**config.mk**
```make
export PLATFORM = sky130hd
export DESIGN_NAME = fpep_top
export DESIGN_NICKNAME = d
export VERILOG_FILES = /design/src/design/fpep_pkg.sv /design/src/design/fpep_sync.sv /design/src/design/fpep_top.sv
export SDC_FILE = /design/constraint.sdc
export NUM_CORES = 1
export LEC_CHECK = 0
export BUFFER_PORTS_ARGS = -buffer_cell sky130_fd_sc_hd__buf_2
export CAP_MARGIN = 20
export CORE_ASPECT_RATIO = 0.7
export CORE_MARGIN = 5
export CORE_UTILIZATION = 30
export CTS_BUF_LIST = sky130_fd_sc_hd__clkbuf_8
export CTS_CLUSTER_SIZE = 28
export DETAILED_ROUTE_END_ITERATION = 8
export HOLD_SLACK_MARGIN = 0.15
export PLACE_DENSITY = 0.55
export SLEW_MARGIN = 20
export SYNTH_ARGS = -nofsm -noshare
export SYNTH_HDL_FRONTEND = slang
export SYNTH_HIERARCHICAL = 1
export SYNTH_SLANG_ARGS = --single-unit
```
**constraint.sdc**
```tcl
create_clock -name clk_i -period 2.7 [get_ports clk_i]
set_clock_uncertainty 0.15 [all_clocks]
set_input_delay 0.54 -clock clk_i [delete_from_list [all_inputs] [get_ports clk_i]]
set_output_delay 0.54 -clock clk_i [all_outputs]
set_load 0.05 [all_outputs]
```
**src/design/fpep_pkg.sv**
```systemverilog
/*
 * Shared constants for the flash program/erase protection block:
 * register offsets, field positions, reset values and timing counts.
 * Assumes a 250 MHz system clock and a 32-bit classic Wishbone bus.
 */
package fpep_pkg;
	// Register byte offsets
	localparam logic [7:0] OFS_FLASH_CTRL = 8'h00;
	localparam logic [7:0] OFS_EBS_UPPER = 8'h04;
	localparam logic [7:0] OFS_EBS_LOWER = 8'h08;
	localparam logic [7:0] OFS_WAIT_STATE = 8'h0C;
	localparam logic [7:0] OFS_STATUS = 8'h10;

	// Register index returned by the address decoder
	typedef enum logic [4:0] {
		FPEP_REG_CTRL = 5'h01,
		FPEP_REG_EBSU = 5'h02,
		FPEP_REG_EBSL = 5'h04,
		FPEP_REG_WSC = 5'h08,
		FPEP_REG_STAT = 5'h10
	} fpep_reg_t;
	localparam logic [4:0] FPEP_REG_NONE = 5'h00;

	// Flash control register fields
	localparam int BIT_PROG = 0;
	localparam int BIT_ERASE = 1;
	localparam int BIT_PROG_VERIFY = 2;
	localparam int BIT_ERASE_VERIFY = 3;
	localparam int BIT_PROG_ACTIVE = 4;
	localparam int BIT_ERASE_ACTIVE = 5;
	localparam int BIT_ABORTED = 6;
	localparam int BIT_VPP_HIGH = 7;

	// Wait-state control register fields
	localparam int BIT_OVL_HI = 7;
	localparam int BIT_OVL_LO = 6;

	// Status register fields
	localparam int BIT_PREWRITE_VERIFY = 0;
	localparam int BIT_PREWRITE_SETTLED = 1;
	localparam int BIT_EMUL_PROTECT = 2;

	// Reset values
	localparam logic [3:0] RST_FLASH_CTRL = 4'h0;
	localparam logic [7:0] RST_EBS = 8'h00;
	localparam logic [7:0] RST_WAIT_STATE = 8'h08;

	// Prewrite-verify settling time, rounded up to whole cycles
	localparam int CLK_PERIOD_NS = 4;
	localparam int PWV_SETTLE_NS = 4000;
	localparam int PWV_SETTLE_CYC = (PWV_SETTLE_NS + CLK_PERIOD_NS - 1) / CLK_PERIOD_NS;
	localparam logic [10:0] PWV_SETTLE_CNT = PWV_SETTLE_CYC[10:0];
endpackage : fpep_pkg

```
**src/design/fpep_sync.sv**
```systemverilog
/*
 * Two-flop synchroniser for asynchronous pin levels.
 * Assumes the inputs are slow levels; pulses shorter than a clock may vanish.
 */
`timescale 1ns/1ps
`default_nettype none
module fpep_sync #(
	parameter int WIDTH = 2
) (
	// Clock and reset
	input wire logic clk_i,
	input wire logic rst_i,
	// Level to synchronise and its reset value
	input wire logic [WIDTH-1:0] async_i,
	input wire logic [WIDTH-1:0] init_i,
	// Synchronised level
	output logic [WIDTH-1:0] sync_o
);
	logic [WIDTH-1:0] meta_ff;
	logic [WIDTH-1:0] sync_ff;

	// First stage feeds only the second stage; reset loads a known level so that
	// no unknown pin level reaches the reset logic
	always_ff @(posedge clk_i) begin
		if (rst_i) begin
			meta_ff <= init_i;
			sync_ff <= init_i;
		end else begin
			meta_ff <= async_i;
			sync_ff <= meta_ff;
		end
	end

	assign sync_o = sync_ff;
endmodule : fpep_sync
`default_nettype wire

```
**src/design/fpep_top.sv**
```systemverilog
/*
 * Protection and verify-mode logic for an on-chip flash program/erase
 * controller, with its control registers on a classic Wishbone slave.
 * Assumes one 250 MHz clock; the programming-voltage and chip clear pins
 * are asynchronous, interrupt, standby and watchdog reset come from logic
 * on the same clock.
 */
// Local design decisions: the Wishbone register port and the placing of the registers.
`timescale 1ns/1ps
`default_nettype none
module fpep_top
	import fpep_pkg::*;
(
	// Clock and reset
	input wire logic clk_i,
	input wire logic rst_i,
	// Wishbone slave
	input wire logic wb_cyc_i,
	input wire logic wb_stb_i,
	input wire logic wb_we_i,
	input wire logic [7:0] wb_adr_i,
	input wire logic [3:0] wb_sel_i,
	input wire logic [31:0] wb_dat_i,
	output logic [31:0] wb_dat_o,
	output logic wb_ack_o,
	// Pins and system events
	input wire logic program_voltage_pin_i,
	input wire logic chip_clear_pin_n_i,
	input wire logic watchdog_reset_i,
	input wire logic standby_i,
	input wire logic irq_i,
	// Flash array control
	output logic program_enable_o,
	output logic erase_enable_o,
	output logic program_verify_o,
	output logic erase_verify_o,
	output logic prewrite_verify_o,
	output logic [15:0] block_enable_o,
	output logic [1:0] overlay_select_o
);
	logic [1:0] pins_sync;
	logic vpp_ok;
	logic chip_clear;
	logic any_reset;
	logic hw_clear;
	logic [3:0] flash_control_reg_ff;
	logic [7:0] erase_block_select_upper_ff;
	logic [7:0] erase_block_select_lower_ff;
	logic [7:0] wait_state_control_reg_ff;
	logic abort_ff;
	logic [10:0] settle_cnt_ff;
	logic ack_ff;
	logic [31:0] dat_ff;
	logic [31:0] nxt_dat;
	logic [4:0] reg_hit;
	logic wr_cyc;
	logic emul_protect;
	logic block_protect;
	logic pe_allowed;
	logic pwv_mode;
	logic settled;

	// Map a byte address onto a register index
	function automatic logic [4:0] decode_reg(input logic [7:0] adr);
		unique case (adr)
			OFS_FLASH_CTRL: decode_reg = FPEP_REG_CTRL;
			OFS_EBS_UPPER: decode_reg = FPEP_REG_EBSU;
			OFS_EBS_LOWER: decode_reg = FPEP_REG_EBSL;
			OFS_WAIT_STATE: decode_reg = FPEP_REG_WSC;
			OFS_STATUS: decode_reg = FPEP_REG_STAT;
			default: decode_reg = FPEP_REG_NONE;
		endcase
	endfunction : decode_reg

	// Pin levels cross into the clock domain before use
	fpep_sync #(
		.WIDTH(2)
	) u_pin_sync (
		.clk_i(clk_i),
		.rst_i(rst_i),
		.async_i({program_voltage_pin_i, chip_clear_pin_n_i}),
		.init_i(2'h1),
		.sync_o(pins_sync)
	);

	// Reset sources; a short chip clear pulse may be missed by the synchroniser
	assign vpp_ok = pins_sync[1];
	assign chip_clear = ~pins_sync[0];
	assign any_reset = rst_i | watchdog_reset_i | chip_clear;
	assign hw_clear = any_reset | standby_i | ~vpp_ok;

	// Bus request decode; writes land on the edge where ack is sampled
	assign reg_hit = decode_reg(wb_adr_i);
	assign wr_cyc = wb_cyc_i & wb_stb_i & wb_we_i & ack_ff & wb_sel_i[0];

	// Flash control register, frozen after an abort
	always_ff @(posedge clk_i) begin
		if (hw_clear) begin
			flash_control_reg_ff <= RST_FLASH_CTRL;
		end else if (wr_cyc && reg_hit == FPEP_REG_CTRL && !abort_ff) begin
			flash_control_reg_ff <= wb_dat_i[3:0];
		end
	end

	// Block select registers, frozen after an abort
	always_ff @(posedge clk_i) begin
		if (hw_clear) begin
			erase_block_select_upper_ff <= RST_EBS;
			erase_block_select_lower_ff <= RST_EBS;
		end else if (wr_cyc && !abort_ff) begin
			if (reg_hit == FPEP_REG_EBSU) begin
				erase_block_select_upper_ff <= wb_dat_i[7:0];
			end
			if (reg_hit == FPEP_REG_EBSL) begin
				erase_block_select_lower_ff <= wb_dat_i[7:0];
			end
		end
	end

	// Wait-state control holds the overlay selects; voltage does not clear it
	always_ff @(posedge clk_i) begin
		if (any_reset || standby_i) begin
			wait_state_control_reg_ff <= RST_WAIT_STATE;
		end else if (wr_cyc && reg_hit == FPEP_REG_WSC) begin
			wait_state_control_reg_ff <= wb_dat_i[7:0];
		end
	end

	// Protection terms
	assign emul_protect = wait_state_control_reg_ff[BIT_OVL_HI] ^
		wait_state_control_reg_ff[BIT_OVL_LO];
	assign block_protect = ({erase_block_select_upper_ff, erase_block_select_lower_ff} ==
		16'h0000);
	assign pe_allowed = vpp_ok & ~standby_i & ~abort_ff & ~emul_protect &
		~block_protect;

	// Program and erase are exclusive; both bits set enters neither
	assign program_enable_o = pe_allowed & flash_control_reg_ff[BIT_PROG] &
		~flash_control_reg_ff[BIT_ERASE];
	assign erase_enable_o = pe_allowed & flash_control_reg_ff[BIT_ERASE] &
		~flash_control_reg_ff[BIT_PROG];
	assign block_enable_o = {erase_block_select_upper_ff, erase_block_select_lower_ff} &
		{16{pe_allowed}};

	// Verify modes stay usable under software and interrupt protection
	assign program_verify_o = vpp_ok & flash_control_reg_ff[BIT_PROG_VERIFY];
	assign erase_verify_o = vpp_ok & flash_control_reg_ff[BIT_ERASE_VERIFY];
	assign pwv_mode = vpp_ok & ~standby_i & (flash_control_reg_ff == 4'h0);
	assign prewrite_verify_o = pwv_mode;
	assign overlay_select_o = {wait_state_control_reg_ff[BIT_OVL_HI],
		wait_state_control_reg_ff[BIT_OVL_LO]};

	// Interrupt abort is sticky; only a reset releases it
	always_ff @(posedge clk_i) begin
		if (any_reset) begin
			abort_ff <= 1'b0;
		end else if (irq_i && (program_enable_o || erase_enable_o)) begin
			abort_ff <= 1'b1;
		end
	end

	// Settling timer lets software poll instead of counting loops
	always_ff @(posedge clk_i) begin
		if (hw_clear || !pwv_mode) begin
			settle_cnt_ff <= 11'h000;
		end else if (settle_cnt_ff != PWV_SETTLE_CNT) begin
			settle_cnt_ff <= settle_cnt_ff + 11'h001;
		end
	end
	assign settled = (settle_cnt_ff == PWV_SETTLE_CNT);

	// Read mux; unmapped addresses read zero
	always_comb begin
		nxt_dat = 32'h0000_0000;
		unique case (reg_hit)
			FPEP_REG_CTRL: begin
				nxt_dat[3:0] = flash_control_reg_ff;
				nxt_dat[BIT_PROG_ACTIVE] = program_enable_o;
				nxt_dat[BIT_ERASE_ACTIVE] = erase_enable_o;
				nxt_dat[BIT_ABORTED] = abort_ff;
				nxt_dat[BIT_VPP_HIGH] = vpp_ok;
			end
			FPEP_REG_EBSU: nxt_dat[7:0] = erase_block_select_upper_ff;
			FPEP_REG_EBSL: nxt_dat[7:0] = erase_block_select_lower_ff;
			FPEP_REG_WSC: nxt_dat[7:0] = wait_state_control_reg_ff;
			FPEP_REG_STAT: begin
				nxt_dat[BIT_PREWRITE_VERIFY] = pwv_mode;
				nxt_dat[BIT_PREWRITE_SETTLED] = settled;
				nxt_dat[BIT_EMUL_PROTECT] = emul_protect;
			end
			default: nxt_dat = 32'h0000_0000;
		endcase
	end

	// One wait state on every access; ack drops after one cycle
	always_ff @(posedge clk_i) begin
		if (rst_i) begin
			ack_ff <= 1'b0;
			dat_ff <= 32'h0000_0000;
		end else begin
			ack_ff <= wb_cyc_i & wb_stb_i & ~ack_ff;
			dat_ff <= nxt_dat;
		end
	end
	assign wb_ack_o = ack_ff;
	assign wb_dat_o = dat_ff;

	// Checks
	property p_vpp_clears;
		@(posedge clk_i) disable iff (rst_i)
		!vpp_ok |=> (flash_control_reg_ff == 4'h0) && block_protect;
	endproperty
	a_vpp_clears: assert property (p_vpp_clears) else $error("regs kept on low vpp");

	property p_vpp_gates;
		@(posedge clk_i) disable iff (rst_i)
		!vpp_ok |-> !program_enable_o && !erase_enable_o && !program_verify_o &&
			!erase_verify_o && !prewrite_verify_o;
	endproperty
	a_vpp_gates: assert property (p_vpp_gates) else $error("mode on at low vpp");

	property p_reset_clears;
		@(posedge clk_i) (watchdog_reset_i || standby_i) |=>
			(flash_control_reg_ff == 4'h0) && block_protect;
	endproperty
	a_reset_clears: assert property (p_reset_clears) else $error("regs kept over reset");

	property p_reset_abort;
		@(posedge clk_i) watchdog_reset_i |=> !abort_ff;
	endproperty
	a_reset_abort: assert property (p_reset_abort) else $error("abort kept over reset");

	property p_irq_aborts;
		@(posedge clk_i) disable iff (any_reset)
		irq_i && (program_enable_o || erase_enable_o) |=>
			abort_ff && !program_enable_o && !erase_enable_o;
	endproperty
	a_irq_aborts: assert property (p_irq_aborts) else $error("interrupt did not abort");

	property p_abort_sticky;
		@(posedge clk_i) disable iff (rst_i)
		abort_ff && !any_reset |=> abort_ff && !program_enable_o && !erase_enable_o;
	endproperty
	a_abort_sticky: assert property (p_abort_sticky) else $error("abort released early");

	property p_abort_keeps;
		@(posedge clk_i) disable iff (rst_i)
		abort_ff && !hw_clear |=> $stable(flash_control_reg_ff) && $stable(erase_block_select_lower_ff);
	endproperty
	a_abort_keeps: assert property (p_abort_keeps) else $error("regs changed after abort");

	property p_emul_blocks;
		@(posedge clk_i) disable iff (rst_i)
		(overlay_select_o == 2'h1 || overlay_select_o == 2'h2) |-> !program_enable_o && !erase_enable_o;
	endproperty
	a_emul_blocks: assert property (p_emul_blocks) else $error("emulation protect ignored");

	property p_block_sel;
		@(posedge clk_i) disable iff (rst_i)
		block_protect |-> !program_enable_o && !erase_enable_o && (block_enable_o == 16'h0000);
	endproperty
	a_block_sel: assert property (p_block_sel) else $error("unselected blocks enabled");

	property p_prewrite;
		@(posedge clk_i) disable iff (rst_i)
		prewrite_verify_o |-> (flash_control_reg_ff == 4'h0) && vpp_ok;
	endproperty
	a_prewrite: assert property (p_prewrite) else $error("prewrite verify wrongly on");

	property p_enable_terms;
		@(posedge clk_i) disable iff (rst_i)
		program_enable_o |-> flash_control_reg_ff[BIT_PROG] && vpp_ok && !abort_ff && !emul_protect;
	endproperty
	a_enable_terms: assert property (p_enable_terms) else $error("enable missing a term");

	c_program: cover property (@(posedge clk_i) disable iff (rst_i) program_enable_o);
	c_erase: cover property (@(posedge clk_i) disable iff (rst_i) erase_enable_o);
	c_abort: cover property (@(posedge clk_i) disable iff (rst_i) $rose(abort_ff));
	c_settle: cover property (@(posedge clk_i) disable iff (rst_i) $rose(settled));
endmodule : fpep_top
`default_nettype wire

```
==> results.yml, run 1 <==
die:
  rows: 29
  die_h_um: 90.1
  dieWidth_um: 124
  num_io_pins: 110
  die-area_um2: 11200
  design.core.area_um2: 9000
  initial_core_util_pct: 30.5
worst_setup_path:
  rr_endpoint: "settle_cnt_ff[2]$_SDFFE_PP0N_"
  worstSetupPathType: "reg2out"
  rr_worst_depth: 4
  r2r_slack_ps: 870
  startpoint_type: "flop"
  required_ps: 2010
  end_kind: "output pin"
  crit_fanout: 18
  reg2reg_from: "flash_control_reg_ff[0]$_SDFFE_PP0P_"
  crit_arrival_ps: 1940
  crit_start: "erase_block_select_lower_ff[0]$_SDFFE_PP0P_"
clock_network:
  hold_buffers: 0
  cts-buffers-inserted: 5
  clockBufferDepth: 2
  path_clk_slew_ps: 100
  cts_sinks: 53
  root_buffer: "clkbuf_8"
  cts.htree.levels: 2
  clock_latency_ps: 310
  cts_tree: "built"
routing:
  drc: 0
  dr.pass1.iters: 4
  wl_per_cell_um: 14.8
  drtAntennaViolNets: 0
  drt_iter0_drc: 150
  viasPerCell: 4.59
  num_vias: 2259
  finalWirelength_um: 7260
synthesis:
  synthMuxAreaShare_pct: 15.0
  synth_area_per_cell_um2: 9.10
  netlist_instances: 302
  syn_area_um2: 2750
  synth_compound_area_share_pct: 5.33
  synth_cell_types: 45
  synthAdderAreaFrac_pct: 0.911
  synth_top_family_by_area: "simple AND/OR/NAND/NOR gates"
  yosys_warnings: 6
  synth_area_leader_cell: "dfxtp_1"
  synthSimpleGateAreaFrac_pct: 27.1
  synth_top_flop_cell: "dfxtp_1"
  ys_ff_latch: 53
  synth-xor-area-share_pct: 2.87
  seq_area_frac_synth_pct: 38.6
  synthArstFlopShare_pct: 0
  synth.most_common_cell: "dfxtp_1"
  synth_top_cells_by_count: "dfxtp_1, nand2_1, buf_4, mux2i_1, and2_1"
  synth_edf_count: 0
  synth.top_cell.area_share_pct: 38.6
  synthTopCellsByArea: "dfxtp_1, mux2i_1, buf_4"
min_path:
  min_path_type: "reg2reg"
  holdPathStages: 1
  hold_end: "wb_ack_o$_SDFF_PP0_"
  min_from: "wb_ack_o$_SDFF_PP0_"
power:
  p_int_uw: 999
  combPwrFrac_pct: 11.0
  switching_share_pct: 28.2
  power_density_nw_per_um2: 428
  peakVddDrop_v: 0.000180
  pwr-share-clk_pct: 32.1
  p_leak_uw: 0.00142
  pwr-share-seq_pct: 56.9
  p_switching_uw: 392
place:
  place_congestion: 0.819
  hpwl_um: 5700
  place_inst: 483
  portBuffers: 58
timing:
  hold_viol_final: 0
  setup-tns-final_ps: 0
  finalCritPeriodShare_pct: 97.2
  rsz0062_at_grt: "true"
  finalSetupViolCount: 0
  fmax_mhz: 381
  slew_viol_final: 0
  post-route-min-period_ps: 2630
final_layout:
  nets: 423
  layout.cells.non_filler: 492
  areaGrowthSynthToFinish_pct: 18.1
  diodes: 0
  layout-drive-gt1-share_pct: 27.7
global_routing:
  antenna_found_initial: 0
  gr-usage-all-layers_pct: 12.8
  grt_pass1_wl_um: 11700
  grt_overflow: 0
  grt_pass1_vias: 2201
  grt_max_degree: 29
outcome:
  outcome: "complete, no violations"
flow_run:
  drv_cap: 0
registers in the layout (all words and copies together), names as in the netlist:
signal                       cells
abort_ff                         1
erase_block_select_lower_ff      8
erase_block_select_upper_ff      8
flash_control_reg_ff             4
settle_cnt_ff                   11
u_pin_sync/meta_ff               2
u_pin_sync/sync_o                2
wait_state_control_reg_ff        8
wb_ack_o                         1
wb_dat_o                         8
cell families after synthesis:
family          after synthesis
other cells                   2
simple gates                135
fa+ha+maj                     2
buf+inv                      41
compound gates               27
mux                          33
flops                        53
xor+xnor                      9
power by group through the flow:
stage	logic [uW]	registers, uW	clock network (uW)
after floorplan	140	810	0
after global placement	152	809	0
after detailed placement	152	809	0
after CTS	153	791	451
after global routing	162	792	481
final	153	791	446
routing by layer:
| metal | GRT usage [%] | up-vias | share of wire [%] |
|---|---|---|---|
| met5 | 0 | - | 0 |
| met4 | 2.46 | 0 | 0.66 |
| li1 | - | 1119 | - |
| met1 | 17.4 | 1069 | 47 |
| met2 | 20.3 | 65 | 46 |
| met3 | 3.55 | 6 | 6.7 |
cell type report:
class / count / area, um^2
inverters: 2 / 7.51
repair buffers: 71 / 400
well taps: 124 / 155
clock buffers: 5 / 68.8
clock inverters: 3 / 15.0
flip-flops and latches: 53 / 1060
fillers: 976 / 5750
multi-input cells: 234 / 1540
how the worst max path moves through the flow:
stage / slack, ps / cells after the start / end
finish: 70 / 6 / erase_enable_o
global route: -20 / 6 / block_enable_o[13]
CTS: 80 / 6 / erase_enable_o
detailed placement: 240 / 7 / erase_enable_o
global placement: 240 / 7 / erase_enable_o
floorplan: 110 / 6 / block_enable_o[10]
cells in the final DEF (no fill, tap or decap), drive strengths merged, types with 4 or more instances in the layout:
cell    instances
nor4            7
nand2b          8
conb           28
and2           18
xor2            4
mux2i          21
inv             4
nor3            8
a21oi          15
clkbuf          5
nand2          36
nand3          17
xnor2           5
o21ai           8
nor2           16
buf            71
mux2            6
mux4            6
dfxtp          53
worst max-delay path: stages (launching register included):
cell	delay, ps
dfxtp_1	360
nor4_2	300
nand4_1	190
and3b_1	240
buf_12	150
and3b_1	170
buf_2	200
per-stage QoR:
| stage | setup WS [ps] | hold slack [ps] | utilization [%] | total power, uW | instance area, um^2 |
|---|---|---|---|---|---|
| 5_1_grt | -17.6 | 302 | 36.1 | 1430 | 3250 |
| 4_1_cts | 80.4 | 302 | 35.9 | 1390 | 3230 |
| 3_5_place_dp | 242 | 288 | 34.8 | 962 | 3130 |
| 2_1_floorplan | 105 | 284 | - | 950 | 2850 |
| 3_3_place_gp | 244 | 289 | 34.8 | 961 | 3130 |
| 6_report | 74.4 | 301 | 36.1 | 1390 | 3250 |
repair_timing:
action | CTS | global route
buffers inserted | 1 | 0
endpoints found under the setup margin | 18 | 18
pin swaps | 1 | 1
gates resized for setup | 1 | 3
endpoints found under the hold margin | 0 | 0
(Power assumes the default switching activity.)
==> inputs of run 2 (changes only) <==
--- a/config.mk
+++ b/config.mk
@@ -15,6 +15,7 @@
 export DETAILED_ROUTE_END_ITERATION = 8
 export HOLD_SLACK_MARGIN = 0.15
 export PLACE_DENSITY = 0.55
+export SETUP_SLACK_MARGIN = 0.1
 export SLEW_MARGIN = 20
 export SYNTH_ARGS = -nofsm -noshare
 export SYNTH_HDL_FRONTEND = slang
==> run 2 against run 1 <==
Against the previous run: sequential share of layout area shrank 1.2 points; register-to-register slack hardly changed; flip-flop and latch count unchanged; global-route usage up 0.050 points; worst setup slack better by 40 ps; critical path type unchanged; largest power group unchanged.
==> results.yml, run 2 (same netlist as run 1, synthesis figures left out) <==
outcome:
  outcome: "complete, no violations"
final_layout:
  top_register: "settle_cnt_ff"
  largest_reg_flops: 11
  nets: 423
  layout-drive-gt1-share_pct: 29.1
  diodes: 0
  final_common_cell: "dfxtp_1"
  final_cell_mix: "dfxtp_1, buf_2, nand2_1"
  areaGrowthSynthToFinish_pct: 23.2
place:
  place_congestion: 0.819
  pre_cts_slack_ps: 242
  hpwl_um: 5700
  portBuffers: 58
clock_network:
  root_buffer: "clkbuf_8"
  path_clk_slew_ps: 90
  clock_latency_ps: 310
  cts_tree: "built"
  cts.htree.levels: 2
  cts_sinks: 53
  cts-buffers-inserted: 5
  clockBufferDepth: 2
  hold_buffers: 0
power:
  pwr-share-seq_pct: 56.9
  p_leak_uw: 0.00144
  combPwrFrac_pct: 11.1
  p_int_uw: 997
  switching_share_pct: 28.1
  totalPowerFinal_uw: 1390
  power_density_nw_per_um2: 410
  pwr-share-clk_pct: 32.0
  p_switching_uw: 389
  peakVddDrop_v: 0.000179
routing:
  drtAntennaViolNets: 0
  wl_per_cell_um: 14.8
  drc: 0
  drt_iter0_drc: 107
  finalWirelength_um: 7260
  viasPerCell: 4.60
  dr.pass1.iters: 4
  num_vias: 2261
timing:
  finalCritPeriodShare_pct: 95.8
  post-route-min-period_ps: 2590
  final.setup.worst_slack_ps: 114
  setup-tns-final_ps: 0
  fmax_mhz: 387
  hold_viol_final: 0
  rsz0062_at_grt: "true"
  slew_viol_final: 0
  whs_ps: 301
  finalSetupViolCount: 0
flow_run:
  drv_cap: 0
global_routing:
  grt_overflow: 0
  grtUsageMet3_pct: 3.55
  grt_pass1_wl_um: 11700
  gr-usage-all-layers_pct: 12.8
  grt_use_met1_pct: 17.5
  antenna_found_initial: 0
  grtUsageMet2_pct: 20.4
  grt_busiest_layer: "met2"
  grt_pass1_vias: 2222
  grt_max_degree: 29
worst_setup_path:
  cp_slowest_cell: "dfxtp_4"
  cp_top_family: "simple AND/OR/NAND/NOR gates"
  worstSetupPathType: "reg2out"
  crit_arrival_ps: 1900
  crit_fanout: 18
  cp_cell_sequence: "nor4_4, nand4_1, and3b_2, buf_12, and3b_1, buf_6"
  end_kind: "output pin"
  required_ps: 2010
  cpPeakStageDelay_ps: 380
  startpoint_type: "flop"
  path_buf_inv: 2
die:
  die_h_um: 90.1
  dieWidth_um: 124
  die-area_um2: 11200
  rows: 29
  design.core.area_um2: 9000
  num_io_pins: 110
  initial_core_util_pct: 30.5
min_path:
  min_path_type: "reg2reg"
## run 2: power groups by stage
stage	sequential [uW]	combinational (uW)	clock [uW]
4_1_cts	791	153	451
3_5_place_dp	809	152	0
5_1_grt	791	162	480
3_3_place_gp	809	152	0
2_1_floorplan	810	140	0
6_report	790	153	444
## run 2: final timing paths
kind | start | end | slack (ps) | cells after the start
setup / recovery | erase_block_select_upper_ff[7]$_SDFFE_PP0P_ | erase_enable_o | 110 | 6
hold / removal | wb_ack_o$_SDFF_PP0_ | wb_ack_o$_SDFF_PP0_ | 300 | 1
setup reg to reg | flash_control_reg_ff[0]$_SDFFE_PP0P_ | settle_cnt_ff[2]$_SDFFE_PP0N_ | 870 | 4
hold reg to reg | wb_ack_o$_SDFF_PP0_ | wb_ack_o$_SDFF_PP0_ | 300 | 1
## run 2: routing by layer
metal / part of all wire [%] / wire, um
met1: 47 / 3430
met2: 46 / 3340
met3: 6.2 / 453
met4: 0.52 / 38
met5: 0 / 0
## run 2: cell type report
| type | instances | area, um^2 |
|---|---|---|
| multi-input cells | 234 | 1560 |
| repair buffers | 71 | 513 |
| clock inverters | 3 | 15.0 |
| inverters | 2 | 7.51 |
| clock buffers | 5 | 68.8 |
| flip-flops and latches | 53 | 1070 |
| fillers | 954 | 5610 |
| well taps | 124 | 155 |
## run 2: through the flow
| step | cells | util, % | cell area (um^2) |
|---|---|---|---|
| after floorplan | 328 | - | 2850 |
| after global placement | 483 | 34.8 | 3130 |
| after detailed placement | 483 | 34.8 | 3130 |
| after CTS | 492 | 37.0 | 3330 |
| after global routing | 492 | 37.6 | 3390 |
| final | 492 | 37.6 | 3390 |
## run 2: what timing repair did
item,CTS,global route
buffers inserted,1,0
resized for setup,36,12
pin swaps,3,6
endpoints found under the hold margin,0,0
setup endpoints to repair,18,18
==> inputs of run 3 (changes only) <==
--- a/config.mk
+++ b/config.mk
@@ -15,6 +15,7 @@
 export DETAILED_ROUTE_END_ITERATION = 8
 export HOLD_SLACK_MARGIN = 0.15
 export PLACE_DENSITY = 0.55
+export RECOVER_POWER = 100
 export SETUP_SLACK_MARGIN = 0.1
 export SLEW_MARGIN = 20
 export SYNTH_ARGS = -nofsm -noshare
==> run 3 against run 2 <==
Against the previous run: cell area fell by 2.9%; critical path type unchanged; power barely moved; sequential share of layout area rose by 0.86 points; combinational power barely moved; routed wire length rose by 0.85%; sequential power barely moved; clock-buffer cell count did not move; flip-flop and latch count did not move; register-to-register slack barely moved; die area did not move; global-route usage did not move; worst setup slack got worse by 7.5 ps.
==> results.yml, run 3 (same netlist as run 1, synthesis figures left out) <==
die:
  die_h_um: 90.1
  die-area_um2: 11200
  design.core.area_um2: 9000
  dieWidth_um: 124
  rows: 29
  initial_core_util_pct: 30.5
  num_io_pins: 110
clock_network:
  clockBufferDepth: 2
  cts_sinks: 53
  hold_buffers: 0
  cts.htree.levels: 2
  root_buffer: "clkbuf_8"
  cts-buffers-inserted: 5
  path_clk_slew_ps: 90
  cts_tree: "built"
  clock_latency_ps: 310
global_routing:
  grt_pass1_wl_um: 11700
  grt_pass1_vias: 2222
  grt_max_degree: 29
  gr-usage-all-layers_pct: 12.8
  antenna_found_initial: 0
  grt_overflow: 0
routing:
  drc: 0
  wl_per_cell_um: 14.9
  drt_iter0_drc: 139
  dr.pass1.iters: 4
  viasPerCell: 4.61
  num_vias: 2268
  finalWirelength_um: 7320
  drtAntennaViolNets: 0
worst_setup_path:
  cpPeakStageDelay_ps: 370
  path_buf_inv: 2
  worstSetupPathType: "reg2out"
  cp_top_family: "simple AND/OR/NAND/NOR gates"
  crit_fanout: 18
  startpoint_type: "flop"
  crit_arrival_ps: 1900
  end_kind: "output pin"
  required_ps: 2010
  cp_cell_sequence: "nor4_4, nand4_1, and3b_1, buf_12, and3b_1, buf_4"
  cp_slowest_cell: "dfxtp_2"
  crit_top_cell: "and3b_1"
final_layout:
  diodes: 0
  nets: 423
  final_cell_mix: "dfxtp_1, nand2_1, conb_1"
  layout-drive-gt1-share_pct: 23.9
  top_register: "settle_cnt_ff"
  areaGrowthSynthToFinish_pct: 19.7
  finish.utilization_pct: 36.5
  postLayoutCellArea_um2: 3290
  largest_reg_flops: 11
  final_common_cell: "dfxtp_1"
timing:
  worst_pin_slew_ps: 656
  post-route-min-period_ps: 2590
  rsz0062_at_grt: "true"
  fmax_mhz: 386
  setup-tns-final_ps: 0
  slew_viol_final: 0
  relSlewSlack_pct: 56.5
  finalCritPeriodShare_pct: 96.1
  whs_ps: 304
  finalSetupViolCount: 0
  hold_viol_final: 0
flow_run:
  drv_cap: 0
min_path:
  min_path_type: "reg2reg"
outcome:
  outcome: "complete, no violations"
power:
  combPwrFrac_pct: 10.9
  p_int_uw: 998
  totalPowerFinal_uw: 1390
  p_switching_uw: 390
  peakVddDrop_v: 0.000180
  p_leak_uw: 0.00136
  pwr-share-seq_pct: 57.0
  power_density_nw_per_um2: 422
  switching_share_pct: 28.1
  pwr-share-clk_pct: 32.1
place:
  dpl_cell_area_um2: 3130
  place_congestion: 0.819
  portBuffers: 58
  hpwl_um: 5700
[run 3: cell types whose count changed in the layout (fill, tap and decap cells not counted), moves of 14 or more]
cell | before | now
buf_2 | 40 | 25
buf_6 | 18 | 3
buf_4 | 12 | 26
clkbuf_1 | 0 | 15
[run 3: final cells by class]
type | count | area [um^2]
clock inverter | 3 | 15.0
fill | 973 | 5710
inverter | 2 | 7.51
tap | 124 | 155
timing repair buffer | 71 | 435
clock buffer | 5 | 68.8
sequential | 53 | 1060
multi-input combinational | 234 | 1540
[run 3: per-layer routing]
metal  vias to the layer above  share of wire (%)  wire length (um)  global-route usage (%)
li1                       1117                  -                 -                       -
met1                      1078                 48              3500                    17.5
met2                        69                 45              3320                    20.4
met3                         4                6.4               469                    3.55
met4                         0               0.49                36                    2.46
met5                         -                  0                 0                       0
[run 3: path summary, 6_finish.rpt]
check,startpoint,to,slack (ps),cells after the start
setup / recovery,erase_block_select_upper_ff[7]$_SDFFE_PP0P_,erase_enable_o,110,6
hold / removal,wb_ack_o$_SDFF_PP0_,wb_ack_o$_SDFF_PP0_,300,1
setup reg to reg,flash_control_reg_ff[0]$_SDFFE_PP0P_,settle_cnt_ff[2]$_SDFFE_PP0N_,860,4
hold reg to reg,wb_ack_o$_SDFF_PP0_,wb_ack_o$_SDFF_PP0_,300,1
[run 3: repair_timing]
item / in CTS / in global routing
buffers inserted: 1 / 0
setup endpoints to repair: 18 / 18
pin swaps: 3 / 6
gates resized for setup: 36 / 12
[run 3: power by group through the flow]
stage | Combinational, uW | Sequential (uW) | Clock, uW
after detailed placement | 152 | 809 | 0
after floorplan | 140 | 810 | 0
after global routing | 160 | 792 | 480
after CTS | 153 | 791 | 451
final | 152 | 791 | 445
after global placement | 152 | 809 | 0
[run 3: per-stage QoR]
stage          cells  worst slack (ps)
2_1_floorplan    328               105
3_3_place_gp     483               244
3_5_place_dp     483               242
4_1_cts          492              96.2
5_1_grt          492              28.2
6_report         492               107
